$ cat src/rtl/dtc_defs.svh
// offsets, field positions, reset values and divide counts of the dual timer/counter
// What this block does
// - enabled timer in timer mode advances once per prescaled tick, default twelve clocks
// - timer zero divide-select bit 3: one gives divide by 4, zero divide by 12
// - timer one divide-select bit 4: one gives divide by 4, zero divide by 12
// - counter mode increments on each falling edge of the sampled count input
// - timer one flag cleared by interrupt entry and by software writing zero
// - timer zero flag cleared by interrupt entry and by software writing zero
// - a timer counts only while its run bit is set, else holds
// - gate bit set makes the external gate input qualify counting
// - count-select one takes external input as clock, zero the prescaled clock
// - mode register: timer one fields bits 7..4, timer zero bits 3..0, resets zero
// - control register: flag one, run one, flag zero, run zero, low nibble external
// - mode 00: low byte 5-bit prescaler feeding high byte, 13 bits
// - mode 01: both bytes cascade into one 16-bit up-counter
// - mode 10: low byte counts, reloads from unchanged high byte on overflow
// - timer zero mode 11: two 8-bit counters, high byte uses timer one controls
// - only timer zero splits; timer one then counts but raises no flag
`ifndef DTC_DEFS_SVH
`define DTC_DEFS_SVH

// ==========================================
// register indices (byte address is four times the index)
`define DTC_IDX_CTRL 8'h88
`define DTC_IDX_MODE 8'h89
`define DTC_IDX_T0LO 8'h8a
`define DTC_IDX_T1LO 8'h8b
`define DTC_IDX_T0HI 8'h8c
`define DTC_IDX_T1HI 8'h8d
`define DTC_IDX_CKDIV 8'h8e
`define DTC_IDX_ISTAT 8'h90
`define DTC_IDX_ICLR 8'h91
`define DTC_IDX_IEN 8'h92

// ==========================================
// field positions
`define DTC_CTRL_TF1 7
`define DTC_CTRL_TR1 6
`define DTC_CTRL_TF0 5
`define DTC_CTRL_TR0 4
`define DTC_CK_T1DIV 4
`define DTC_CK_T0DIV 3
`define DTC_ISTAT_T0 0
`define DTC_ISTAT_T1 1

// ==========================================
// reset values and divide counts
`define DTC_RST_CTRL 8'h00
`define DTC_RST_MODE 8'h00
`define DTC_RST_CKDIV 8'hc7
`define DTC_RST_COUNT 8'h00
`define DTC_DIV_SLOW 12
`define DTC_DIV_FAST 4

`endif

$ cat src/rtl/dtc_pkg.sv
// types shared by the dual timer/counter
package dtc_pkg;
	typedef enum logic [1:0]
	{
		DTC_MODE_13BIT = 2'b00,
		DTC_MODE_16BIT = 2'b01,
		DTC_MODE_RELOAD = 2'b10,
		DTC_MODE_SPLIT = 2'b11
	} dtc_mode_e;
	typedef logic [16:0] dtc_count_t;
endpackage

$ cat src/rtl/dtc_top.sv
// dual 16-bit timer/counter with apb register access and a level interrupt
//
// Our own choice: the APB interface to the registers.
`timescale 1ns/1ps
`default_nettype none
`include "dtc_defs.svh"

module dtc_top
	import dtc_pkg::*;
#(
	parameter int ADDR_W = 12
)
(
	input wire logic clk_sys,
	input wire logic reset,
	input wire logic ce,
	input wire logic psel,
	input wire logic penable,
	input wire logic pwrite,
	input wire logic [ADDR_W-1:0] paddr,
	input wire logic [31:0] pwdata,
	output logic [31:0] prdata,
	output logic pready,
	output logic pslverr,
	input wire logic tmr_zero_count_input,
	input wire logic tmr_one_count_input,
	input wire logic tmr_zero_gate_input,
	input wire logic tmr_one_gate_input,
	input wire logic irq_ack_zero,
	input wire logic irq_ack_one,
	output logic tmr_zero_overflow_flag,
	output logic tmr_one_overflow_flag,
	output logic irq
);

	// ==========================================
	// functions
	function automatic logic [7:0] reg_index(input logic [ADDR_W-1:0] a);
		reg_index = a[9:2];
	endfunction

	function automatic logic reg_mapped(input logic [ADDR_W-1:0] a);
		logic [7:0] i;
		i = a[9:2];
		reg_mapped = (a[1:0] == 2'b00) && (a[ADDR_W-1:10] == '0)
			&& (((i >= `DTC_IDX_CTRL) && (i <= `DTC_IDX_CKDIV)) || ((i >= `DTC_IDX_ISTAT) && (i <= `DTC_IDX_IEN)));
	endfunction

	// one increment of a counter pair; result is {overflow, high, low}
	function automatic dtc_count_t count_step(input logic [1:0] mode, input logic [7:0] lo, input logic [7:0] hi);
		dtc_count_t r;
		r = {1'b0, hi, lo};
		unique case (dtc_mode_e'(mode))
			DTC_MODE_13BIT:
			begin
				// upper three bits of the low byte are left alone
				r[4:0] = lo[4:0] + 5'd1;
				if (lo[4:0] == 5'h1f)
				begin
					r[15:8] = hi + 8'd1;
					r[16] = (hi == 8'hff);
				end
			end
			DTC_MODE_16BIT:
				r = {1'b0, hi, lo} + 17'd1;
			DTC_MODE_RELOAD:
			begin
				r[7:0] = (lo == 8'hff) ? hi : lo + 8'd1;
				r[16] = (lo == 8'hff);
			end
			DTC_MODE_SPLIT:
			begin
				r[7:0] = lo + 8'd1;
				r[16] = (lo == 8'hff);
			end
		endcase
		count_step = r;
	endfunction

	// ==========================================
	// registers
	logic [7:0] ctrl;
	logic [7:0] mode;
	logic [7:0] ckdiv;
	logic [7:0] t0_lo;
	logic [7:0] t0_hi;
	logic [7:0] t1_lo;
	logic [7:0] t1_hi;
	logic [1:0] int_status;
	logic [1:0] int_enable;
	logic [3:0] pre_cnt;
	logic [2:0] cnt0_sync;
	logic [2:0] cnt1_sync;
	logic [1:0] tmr_zero_gate_enable_sync;
	logic [1:0] tmr_one_gate_enable_sync;

	// ==========================================
	// apb slave: setup cycle, then one access cycle with pready high
	logic acc;
	logic wr;
	logic [7:0] widx;
	logic [7:0] wbyte;
	assign acc = psel && penable && pready;
	assign wr = acc && pwrite && reg_mapped(paddr);
	assign widx = reg_index(paddr);
	assign wbyte = pwdata[7:0];

	always_ff @(posedge clk_sys)
	begin
		if (reset)
		begin
			pready <= 1'b0;
			pslverr <= 1'b0;
			prdata <= 32'h0000_0000;
		end
		else if (ce)
		begin
			pready <= psel && !penable && !pready;
			if (psel && !penable && !pready)
			begin
				pslverr <= !reg_mapped(paddr);
				prdata <= 32'h0000_0000;
				if (reg_mapped(paddr) && !pwrite)
				begin
					unique case (reg_index(paddr))
						`DTC_IDX_CTRL: prdata[7:0] <= ctrl;
						`DTC_IDX_MODE: prdata[7:0] <= mode;
						`DTC_IDX_T0LO: prdata[7:0] <= t0_lo;
						`DTC_IDX_T1LO: prdata[7:0] <= t1_lo;
						`DTC_IDX_T0HI: prdata[7:0] <= t0_hi;
						`DTC_IDX_T1HI: prdata[7:0] <= t1_hi;
						`DTC_IDX_CKDIV: prdata[7:0] <= ckdiv;
						`DTC_IDX_ISTAT: prdata[1:0] <= int_status;
						`DTC_IDX_IEN: prdata[1:0] <= int_enable;
						default: prdata <= 32'h0000_0000;
					endcase
				end
			end
		end
	end

	// ==========================================
	// pin synchronisers; the first stage feeds only the second
	always_ff @(posedge clk_sys)
	begin
		if (reset)
		begin
			cnt0_sync <= 3'b111;
			cnt1_sync <= 3'b111;
			tmr_zero_gate_enable_sync <= 2'b00;
			tmr_one_gate_enable_sync <= 2'b00;
		end
		else if (ce)
		begin
			cnt0_sync <= {cnt0_sync[1:0], tmr_zero_count_input};
			cnt1_sync <= {cnt1_sync[1:0], tmr_one_count_input};
			tmr_zero_gate_enable_sync <= {tmr_zero_gate_enable_sync[0], tmr_zero_gate_input};
			tmr_one_gate_enable_sync <= {tmr_one_gate_enable_sync[0], tmr_one_gate_input};
		end
	end

	logic fall0;
	logic fall1;
	assign fall0 = cnt0_sync[2] && !cnt0_sync[1];
	assign fall1 = cnt1_sync[2] && !cnt1_sync[1];

	// ==========================================
	// shared prescaler: one modulo-twelve counter gives both tick rates
	logic tick_slow;
	logic tick_fast;
	always_ff @(posedge clk_sys)
	begin
		if (reset)
			pre_cnt <= 4'd0;
		else if (ce)
			pre_cnt <= (pre_cnt == 4'(`DTC_DIV_SLOW - 1)) ? 4'd0 : pre_cnt + 4'd1;
	end
	assign tick_slow = (pre_cnt == 4'(`DTC_DIV_SLOW - 1));
	assign tick_fast = (pre_cnt[1:0] == 2'(`DTC_DIV_FAST - 1));

	logic pre0;
	logic pre1;
	assign pre0 = ckdiv[`DTC_CK_T0DIV] ? tick_fast : tick_slow;
	assign pre1 = ckdiv[`DTC_CK_T1DIV] ? tick_fast : tick_slow;

	// ==========================================
	// count enables
	logic split;
	logic inc0;
	logic inc0_hi;
	logic inc1;
	assign split = (mode[1:0] == 2'b11);
	assign inc0 = ctrl[`DTC_CTRL_TR0] && (!mode[3] || tmr_zero_gate_enable_sync[1]) && (mode[2] ? fall0 : pre0);
	// split high byte: timer only, run bit and gate of timer one
	assign inc0_hi = split && ctrl[`DTC_CTRL_TR1] && (!mode[7] || tmr_one_gate_enable_sync[1]) && pre0;
	assign inc1 = ctrl[`DTC_CTRL_TR1] && (!mode[7] || tmr_one_gate_enable_sync[1]) && (mode[6] ? fall1 : pre1)
		&& (mode[5:4] != 2'b11);

	dtc_count_t step0;
	dtc_count_t step1;
	assign step0 = count_step(mode[1:0], t0_lo, t0_hi);
	assign step1 = count_step(mode[5:4], t1_lo, t1_hi);

	logic ovf0;
	logic ovf0_hi;
	logic ovf1;
	logic flag1_set;
	assign ovf0 = inc0 && step0[16];
	assign ovf0_hi = inc0_hi && (t0_hi == 8'hff);
	assign ovf1 = inc1 && step1[16];
	// timer one keeps counting but its flag belongs to timer zero while split
	assign flag1_set = split ? ovf0_hi : ovf1;

	// ==========================================
	// timer zero count bytes; a register write wins over a count
	always_ff @(posedge clk_sys)
	begin
		if (reset)
		begin
			t0_lo <= `DTC_RST_COUNT;
			t0_hi <= `DTC_RST_COUNT;
		end
		else if (ce)
		begin
			if (wr && widx == `DTC_IDX_T0LO)
				t0_lo <= wbyte;
			else if (inc0)
				t0_lo <= step0[7:0];
			if (wr && widx == `DTC_IDX_T0HI)
				t0_hi <= wbyte;
			else if (inc0_hi)
				t0_hi <= t0_hi + 8'd1;
			else if (inc0 && !split)
				t0_hi <= step0[15:8];
		end
	end

	// ==========================================
	// timer one count bytes
	always_ff @(posedge clk_sys)
	begin
		if (reset)
		begin
			t1_lo <= `DTC_RST_COUNT;
			t1_hi <= `DTC_RST_COUNT;
		end
		else if (ce)
		begin
			if (wr && widx == `DTC_IDX_T1LO)
				t1_lo <= wbyte;
			else if (inc1)
				t1_lo <= step1[7:0];
			if (wr && widx == `DTC_IDX_T1HI)
				t1_hi <= wbyte;
			else if (inc1)
				t1_hi <= step1[15:8];
		end
	end

	// ==========================================
	// control, mode and divide registers
	always_ff @(posedge clk_sys)
	begin
		if (reset)
		begin
			ctrl <= `DTC_RST_CTRL;
			mode <= `DTC_RST_MODE;
			ckdiv <= `DTC_RST_CKDIV;
		end
		else if (ce)
		begin
			if (wr && widx == `DTC_IDX_MODE)
				mode <= wbyte;
			if (wr && widx == `DTC_IDX_CKDIV)
				ckdiv <= wbyte;
			if (wr && widx == `DTC_IDX_CTRL)
				ctrl <= wbyte;
			// set wins over software write and interrupt entry
			if (ovf0)
				ctrl[`DTC_CTRL_TF0] <= 1'b1;
			else if (irq_ack_zero)
				ctrl[`DTC_CTRL_TF0] <= 1'b0;
			if (flag1_set)
				ctrl[`DTC_CTRL_TF1] <= 1'b1;
			else if (irq_ack_one)
				ctrl[`DTC_CTRL_TF1] <= 1'b0;
		end
	end
	assign tmr_zero_overflow_flag = ctrl[`DTC_CTRL_TF0];
	assign tmr_one_overflow_flag = ctrl[`DTC_CTRL_TF1];

	// ==========================================
	// sticky interrupt status, write-one-to-clear, enable
	logic [1:0] events;
	logic [1:0] clr;
	assign events = {flag1_set, ovf0};
	assign clr = (wr && widx == `DTC_IDX_ICLR) ? pwdata[1:0] : 2'b00;

	always_ff @(posedge clk_sys)
	begin
		if (reset)
		begin
			int_status <= 2'b00;
			int_enable <= 2'b00;
			irq <= 1'b0;
		end
		else if (ce)
		begin
			int_status <= (int_status & ~clr) | events;
			if (wr && widx == `DTC_IDX_IEN)
				int_enable <= pwdata[1:0];
			irq <= |(int_status & int_enable);
		end
	end

	// ==========================================
	// checks
	slow_tick_phase_a: assert property (@(posedge clk_sys) disable iff (reset)
		(ce && tick_slow) |=> (pre_cnt == 4'd0))
		else $error("slow tick not at end of twelve-cycle period");

	t0_div_a: assert property (@(posedge clk_sys) disable iff (reset)
		(inc0 && !mode[2] && !ckdiv[`DTC_CK_T0DIV]) |-> (pre_cnt == 4'd11))
		else $error("timer zero counted off the divide-by-twelve tick");

	t1_div_a: assert property (@(posedge clk_sys) disable iff (reset)
		(inc1 && !mode[6] && ckdiv[`DTC_CK_T1DIV]) |-> (pre_cnt[1:0] == 2'd3))
		else $error("timer one counted off the divide-by-four tick");

	t0_cascade_a: assert property (@(posedge clk_sys) disable iff (reset)
		(ce && inc0 && mode[1:0] == 2'b01 && !(acc && pwrite)) |=> ({t0_hi, t0_lo} == $past({t0_hi, t0_lo}) + 16'd1))
		else $error("timer zero 16-bit count did not advance by one");

	t0_halt_a: assert property (@(posedge clk_sys) disable iff (reset)
		(ce && !ctrl[`DTC_CTRL_TR0] && !(acc && pwrite)) |=> (t0_lo == $past(t0_lo)))
		else $error("timer zero low byte moved while stopped");

	t1_mode3_hold_a: assert property (@(posedge clk_sys) disable iff (reset)
		(ce && mode[5:4] == 2'b11 && !(acc && pwrite)) |=> ({t1_hi, t1_lo} == $past({t1_hi, t1_lo})))
		else $error("timer one moved in mode three");

	t0_reload_a: assert property (@(posedge clk_sys) disable iff (reset)
		(ce && inc0 && mode[1:0] == 2'b10 && t0_lo == 8'hff && !(acc && pwrite)) |=> (t0_lo == $past(t0_hi) && ctrl[5]))
		else $error("timer zero reload or flag missing");

	t0_ack_a: assert property (@(posedge clk_sys) disable iff (reset)
		(ce && irq_ack_zero && !ovf0) |=> !ctrl[`DTC_CTRL_TF0])
		else $error("timer zero flag not cleared on interrupt entry");

	t1_ack_a: assert property (@(posedge clk_sys) disable iff (reset)
		(ce && irq_ack_one && !flag1_set) |=> !ctrl[`DTC_CTRL_TF1])
		else $error("timer one flag not cleared on interrupt entry");

	split_flag_a: assert property (@(posedge clk_sys) disable iff (reset)
		(ce && split && ovf1 && !ovf0_hi && !ctrl[7] && !(acc && pwrite)) |=> !ctrl[`DTC_CTRL_TF1])
		else $error("timer one raised its flag while timer zero is split");

	irq_path_a: assert property (@(posedge clk_sys) disable iff (reset)
		(ce && ovf0 && int_enable[0] && !(acc && pwrite)) |=> int_status[0] ##1 (!$past(ce) || irq))
		else $error("timer zero overflow did not reach the interrupt");

	t1_reload_a: assert property (@(posedge clk_sys) disable iff (reset)
		(ce && inc1 && !split && mode[5:4] == 2'b10 && t1_lo == 8'hff && !(acc && pwrite))
		|=> (t1_lo == $past(t1_hi) && ctrl[`DTC_CTRL_TF1]))
		else $error("timer one reload or flag missing");

endmodule // dtc_top

`default_nettype wire

$ cat config.mk
export PLATFORM = sky130hd
export DESIGN_NAME = dtc_top
export DESIGN_NICKNAME = d
export VERILOG_FILES = /design/src/rtl/dtc_pkg.sv /design/src/rtl/dtc_top.sv
export VERILOG_INCLUDE_DIRS = /design/src /design/src/rtl
export SDC_FILE = /design/constraint.sdc
export NUM_CORES = 1
export LEC_CHECK = 0
export ABC_AREA = 1
export BUFFER_PORTS_ARGS = -buffer_cell sky130_fd_sc_hd__buf_2
export CAP_MARGIN = 20
export CORE_ASPECT_RATIO = 2
export CORE_MARGIN = 5
export CORE_UTILIZATION = 34
export CTS_CLUSTER_SIZE = 25
export DETAILED_ROUTE_END_ITERATION = 16
export GPL_TIMING_DRIVEN = 0
export SYNTH_ARGS = -nofsm -noshare
export SYNTH_HDL_FRONTEND = slang
export SYNTH_SLANG_ARGS = --single-unit
$ cat constraint.sdc
create_clock -name clk_sys -period 2.05 [get_ports clk_sys]
set_clock_uncertainty 0.05 [all_clocks]
set_input_delay 0.615 -clock clk_sys [delete_from_list [all_inputs] [get_ports clk_sys]]
set_output_delay 0.615 -clock clk_sys [all_outputs]
set_load 0.03 [all_outputs]
==> results.yml <==
finish:
  area_delta_synth_final_pct: 20.6
  post-route-cell-area_um2: 7460
  drive_gt1_share_pct: 17.2
  nNetsFinal: 1228
  fin_util_pct: 41.8
  antenna_cells: 0
  final-instance-count-excl-fill: 1379
synth:
  ys_top_cells_by_area: "dfxtp_1, nand2_1, nor2_1"
  yosys_warnings: 0
  synth_edf_count: 0
  synth_ff_type: "dfxtp_1"
  yosysUniqueCellTypes: 40
  synth_top_area_share_pct: 27.5
  synth.most_common_cell: "nand2_1"
  synth_area_um2: 6190
  synth_seq_cells: 85
  syn-mean-instance-area_um2: 5.83
  synth_commonest_cells: "nand2_1, nor2_1, inv_1"
  yosysSeqAreaShare_pct: 27.5
  netlist_instances: 1061
  ys_async_sr_fraction_pct: 0
  yosys.area.top_type: "dfxtp_1"
sta:
  timing.final.crit_share_pct: 96.5
  setup_viol: 0
  finalHoldViolCount: 0
  holdWs_ns: 0.412
  period_needed_ns: 1.98
  relSlewSlack_pct: 46.5
  worst_pin_slew_ns: 0.802
  drv_slew: 0
  rsz0062_at_grt: "true"
  max_freq_mhz: 506
clocking:
  clockBufferDepth: 2
  root_buffer: "clkbuf_16"
  cts_buffers: 9
  cts.sinks: 85
  clk_pin_slew_ns: 0.07
  h-tree-depth: 3
  clk_latency_ns: 0.37
  cts_tree: "yes"
floorplan:
  die_h_um: 201
  die-width_um: 105
  core_um2: 17900
  fp-row-count: 69
  ioPinCount: 93
  fp.dieArea_um2: 21200
  initial_core_util_pct: 34.6
grt:
  antenna_found_initial: 0
  grt_remaining_overflow: 0
  first_global_vias: 7074
  grt_usage_pct: 24.1
  grt_max_degree: 18
  grt_pass1_wl_um: 38700
pwr:
  p_leak_nw: 3.57
  p_sw_w: 0.00112
  pwr-share-comb_pct: 10.2
  max-vdd-ir-drop_mv: 0.352
  power_density_nw_per_um2: 502
  pwr-share-seq_pct: 44.8
  swShare_pct: 30.0
  p_int_w: 0.00262
  clkPwrFrac_pct: 45.0
detailed_routing:
  drc: 0
  wl_per_cell_um: 18.5
  wl_met3_um: 1270
  postRouteAntennaNets: 0
  wl_met2_um: 13600
  drt_iter0_drc: 470
  viasPerCell: 5.27
  drtPass1Iterations: 7
  vias: 7263
  drt-met1-wl_um: 8070
  wl_um: 25500
  maxUsedRoutingLayer: "met4"
job:
  drv_cap: 0
outcome:
  status: "completed"
critical_path:
  crit_required_ns: 2.26
  worstSetupPathType: "in2reg"
  cpMostUsedCell: "nor2_1"
  critPathMaxStageDelay_ns: 0.23
  slowest_stage: "buf_2"
  critPathTopFamily: "simple AND/OR/NAND/NOR gates"
  cp_max_fo: 10
  cp.buffers_inverters: 3
  path_cells: "buf_2 -> nor2_1 -> nand2_1 -> nand2_2 -> inv_1 -> nor2_4 -> nand3_1 -> buf_2 -> nand3_1 -> nand2_1 -> nor2_1 -> nor2_1"
  worstPathArrival_ns: 2.19
  cp-start-kind: "input pin"
  endpoint_kind: "flip-flop"
place:
  dpl-instance-area_um2: 6750
  finalWeightedCongestion: 0.976
  dp.cells: 1339
  port_buffers: 42
  detailed_place_hpwl_um: 20000
hold_path:
  hold_class: "reg2reg"
-- state kept, by name (all words and copies together), names as in the netlist, 4 cells and up --
signal,flops
pre_cnt,4
prdata,8
t1_lo,8
ctrl,8
t0_lo,8
t0_hi,8
ckdiv,8
t1_hi,8
mode,8
-- worst paths after layout --
kind | cells after the start | slack [ns] | start | end
max | 12 | 0.07 | paddr[4] | t0_lo[7]
min | 2 | 0.41 | ctrl[3] | ctrl[3]
max reg2reg | 13 | 0.09 | t1_lo[0] | t1_hi[6]
min reg2reg | 2 | 0.41 | ctrl[3] | ctrl[3]
-- power by group through the flow --
stage	registers [W]	logic (W)	clock network [W]
floorplan	0.00172	0.000217	0
global placement	0.00172	0.000355	0
detailed placement	0.00172	0.000356	0
CTS	0.00168	0.000364	0.00170
global route	0.00168	0.000407	0.00176
finish	0.00168	0.000381	0.00169
-- cell usage in the layout, fill, tap and decap left out, drive strengths merged, types with 2 or more instances in the layout --
cell	Yosys	routed
nor3	15	15
a21boi	3	3
o21ai	76	76
dfxtp	85	85
clkinvlp	0	3
nand4	19	19
inv	109	113
clkbuf	14	23
o31ai	2	2
nand3	92	92
a21oi	47	47
nand3b	2	2
nor2	197	197
buf	36	102
xor2	8	8
nand2	330	330
o211ai	4	4
conb	1	24
or2	3	3
ha	11	11
-- layout make-up --
class	instances	area (um^2)
Clock buffer	9	225
Tap cell	213	267
Fill cell	2034	10400
Inverter	110	417
Timing Repair Buffer	67	423
Buffer	49	315
Multi-Input combinational cell	839	4030
Clock inverter	7	63.8
Sequential cell	85	1720
-- cells by family (layout without fill, tap and decap cells) --
logic type	Yosys count	in the layout	synth area share (%)
XOR/XNOR	9	9	1.27
flip-flops	85	85	27.5
AO/OA/AOI/OAI	135	135	11.4
AND/OR/NAND/NOR	660	660	45.9
adder cells (fa/ha/maj)	11	11	2.22
other	1	24	0.0606
buffers and inverters	160	242	11.6
-- stage by stage --
stage                     setup TNS, ns  setup slack, ns  power (W)
after floorplan                       0           0.0168    0.00194
after global placement           -41.11           -0.718    0.00207
after detailed placement         -42.07           -0.733    0.00208
after CTS                             0          0.00489    0.00374
after global routing             -0.348          -0.0390    0.00385
final                                 0           0.0718    0.00374
-- worst reg2reg max path: stages, from the launching register on --
cell and delay [ns]:
dfxtp_4 0.38, ha_1 0.18, nand2_2 0.11, nor2_4 0.18
ha_4 0.18, inv_1 0.05, nand2_1 0.07, nand4_1 0.11
nand2_2 0.11, nand2_2 0.08, buf_6 0.16, nand2_1 0.06
nand2_1 0.07, nor2_1 0.11
-- per-layer routing --
layer	track usage (%)	up-vias
met5	0	-
met4	22.1	0
met3	3.57	135
met2	44.8	291
met1	21.7	3301
li1	-	3536
-- timing repair --
action / in CTS / in global routing
hold buffers: 0 / 0
pin swaps: 5 / 16
resized for setup: 32 / 38
setup endpoints to repair: 72 / 57
setup buffers: 7 / 18
No activity file was read; power rests on OpenSTA's default activity.
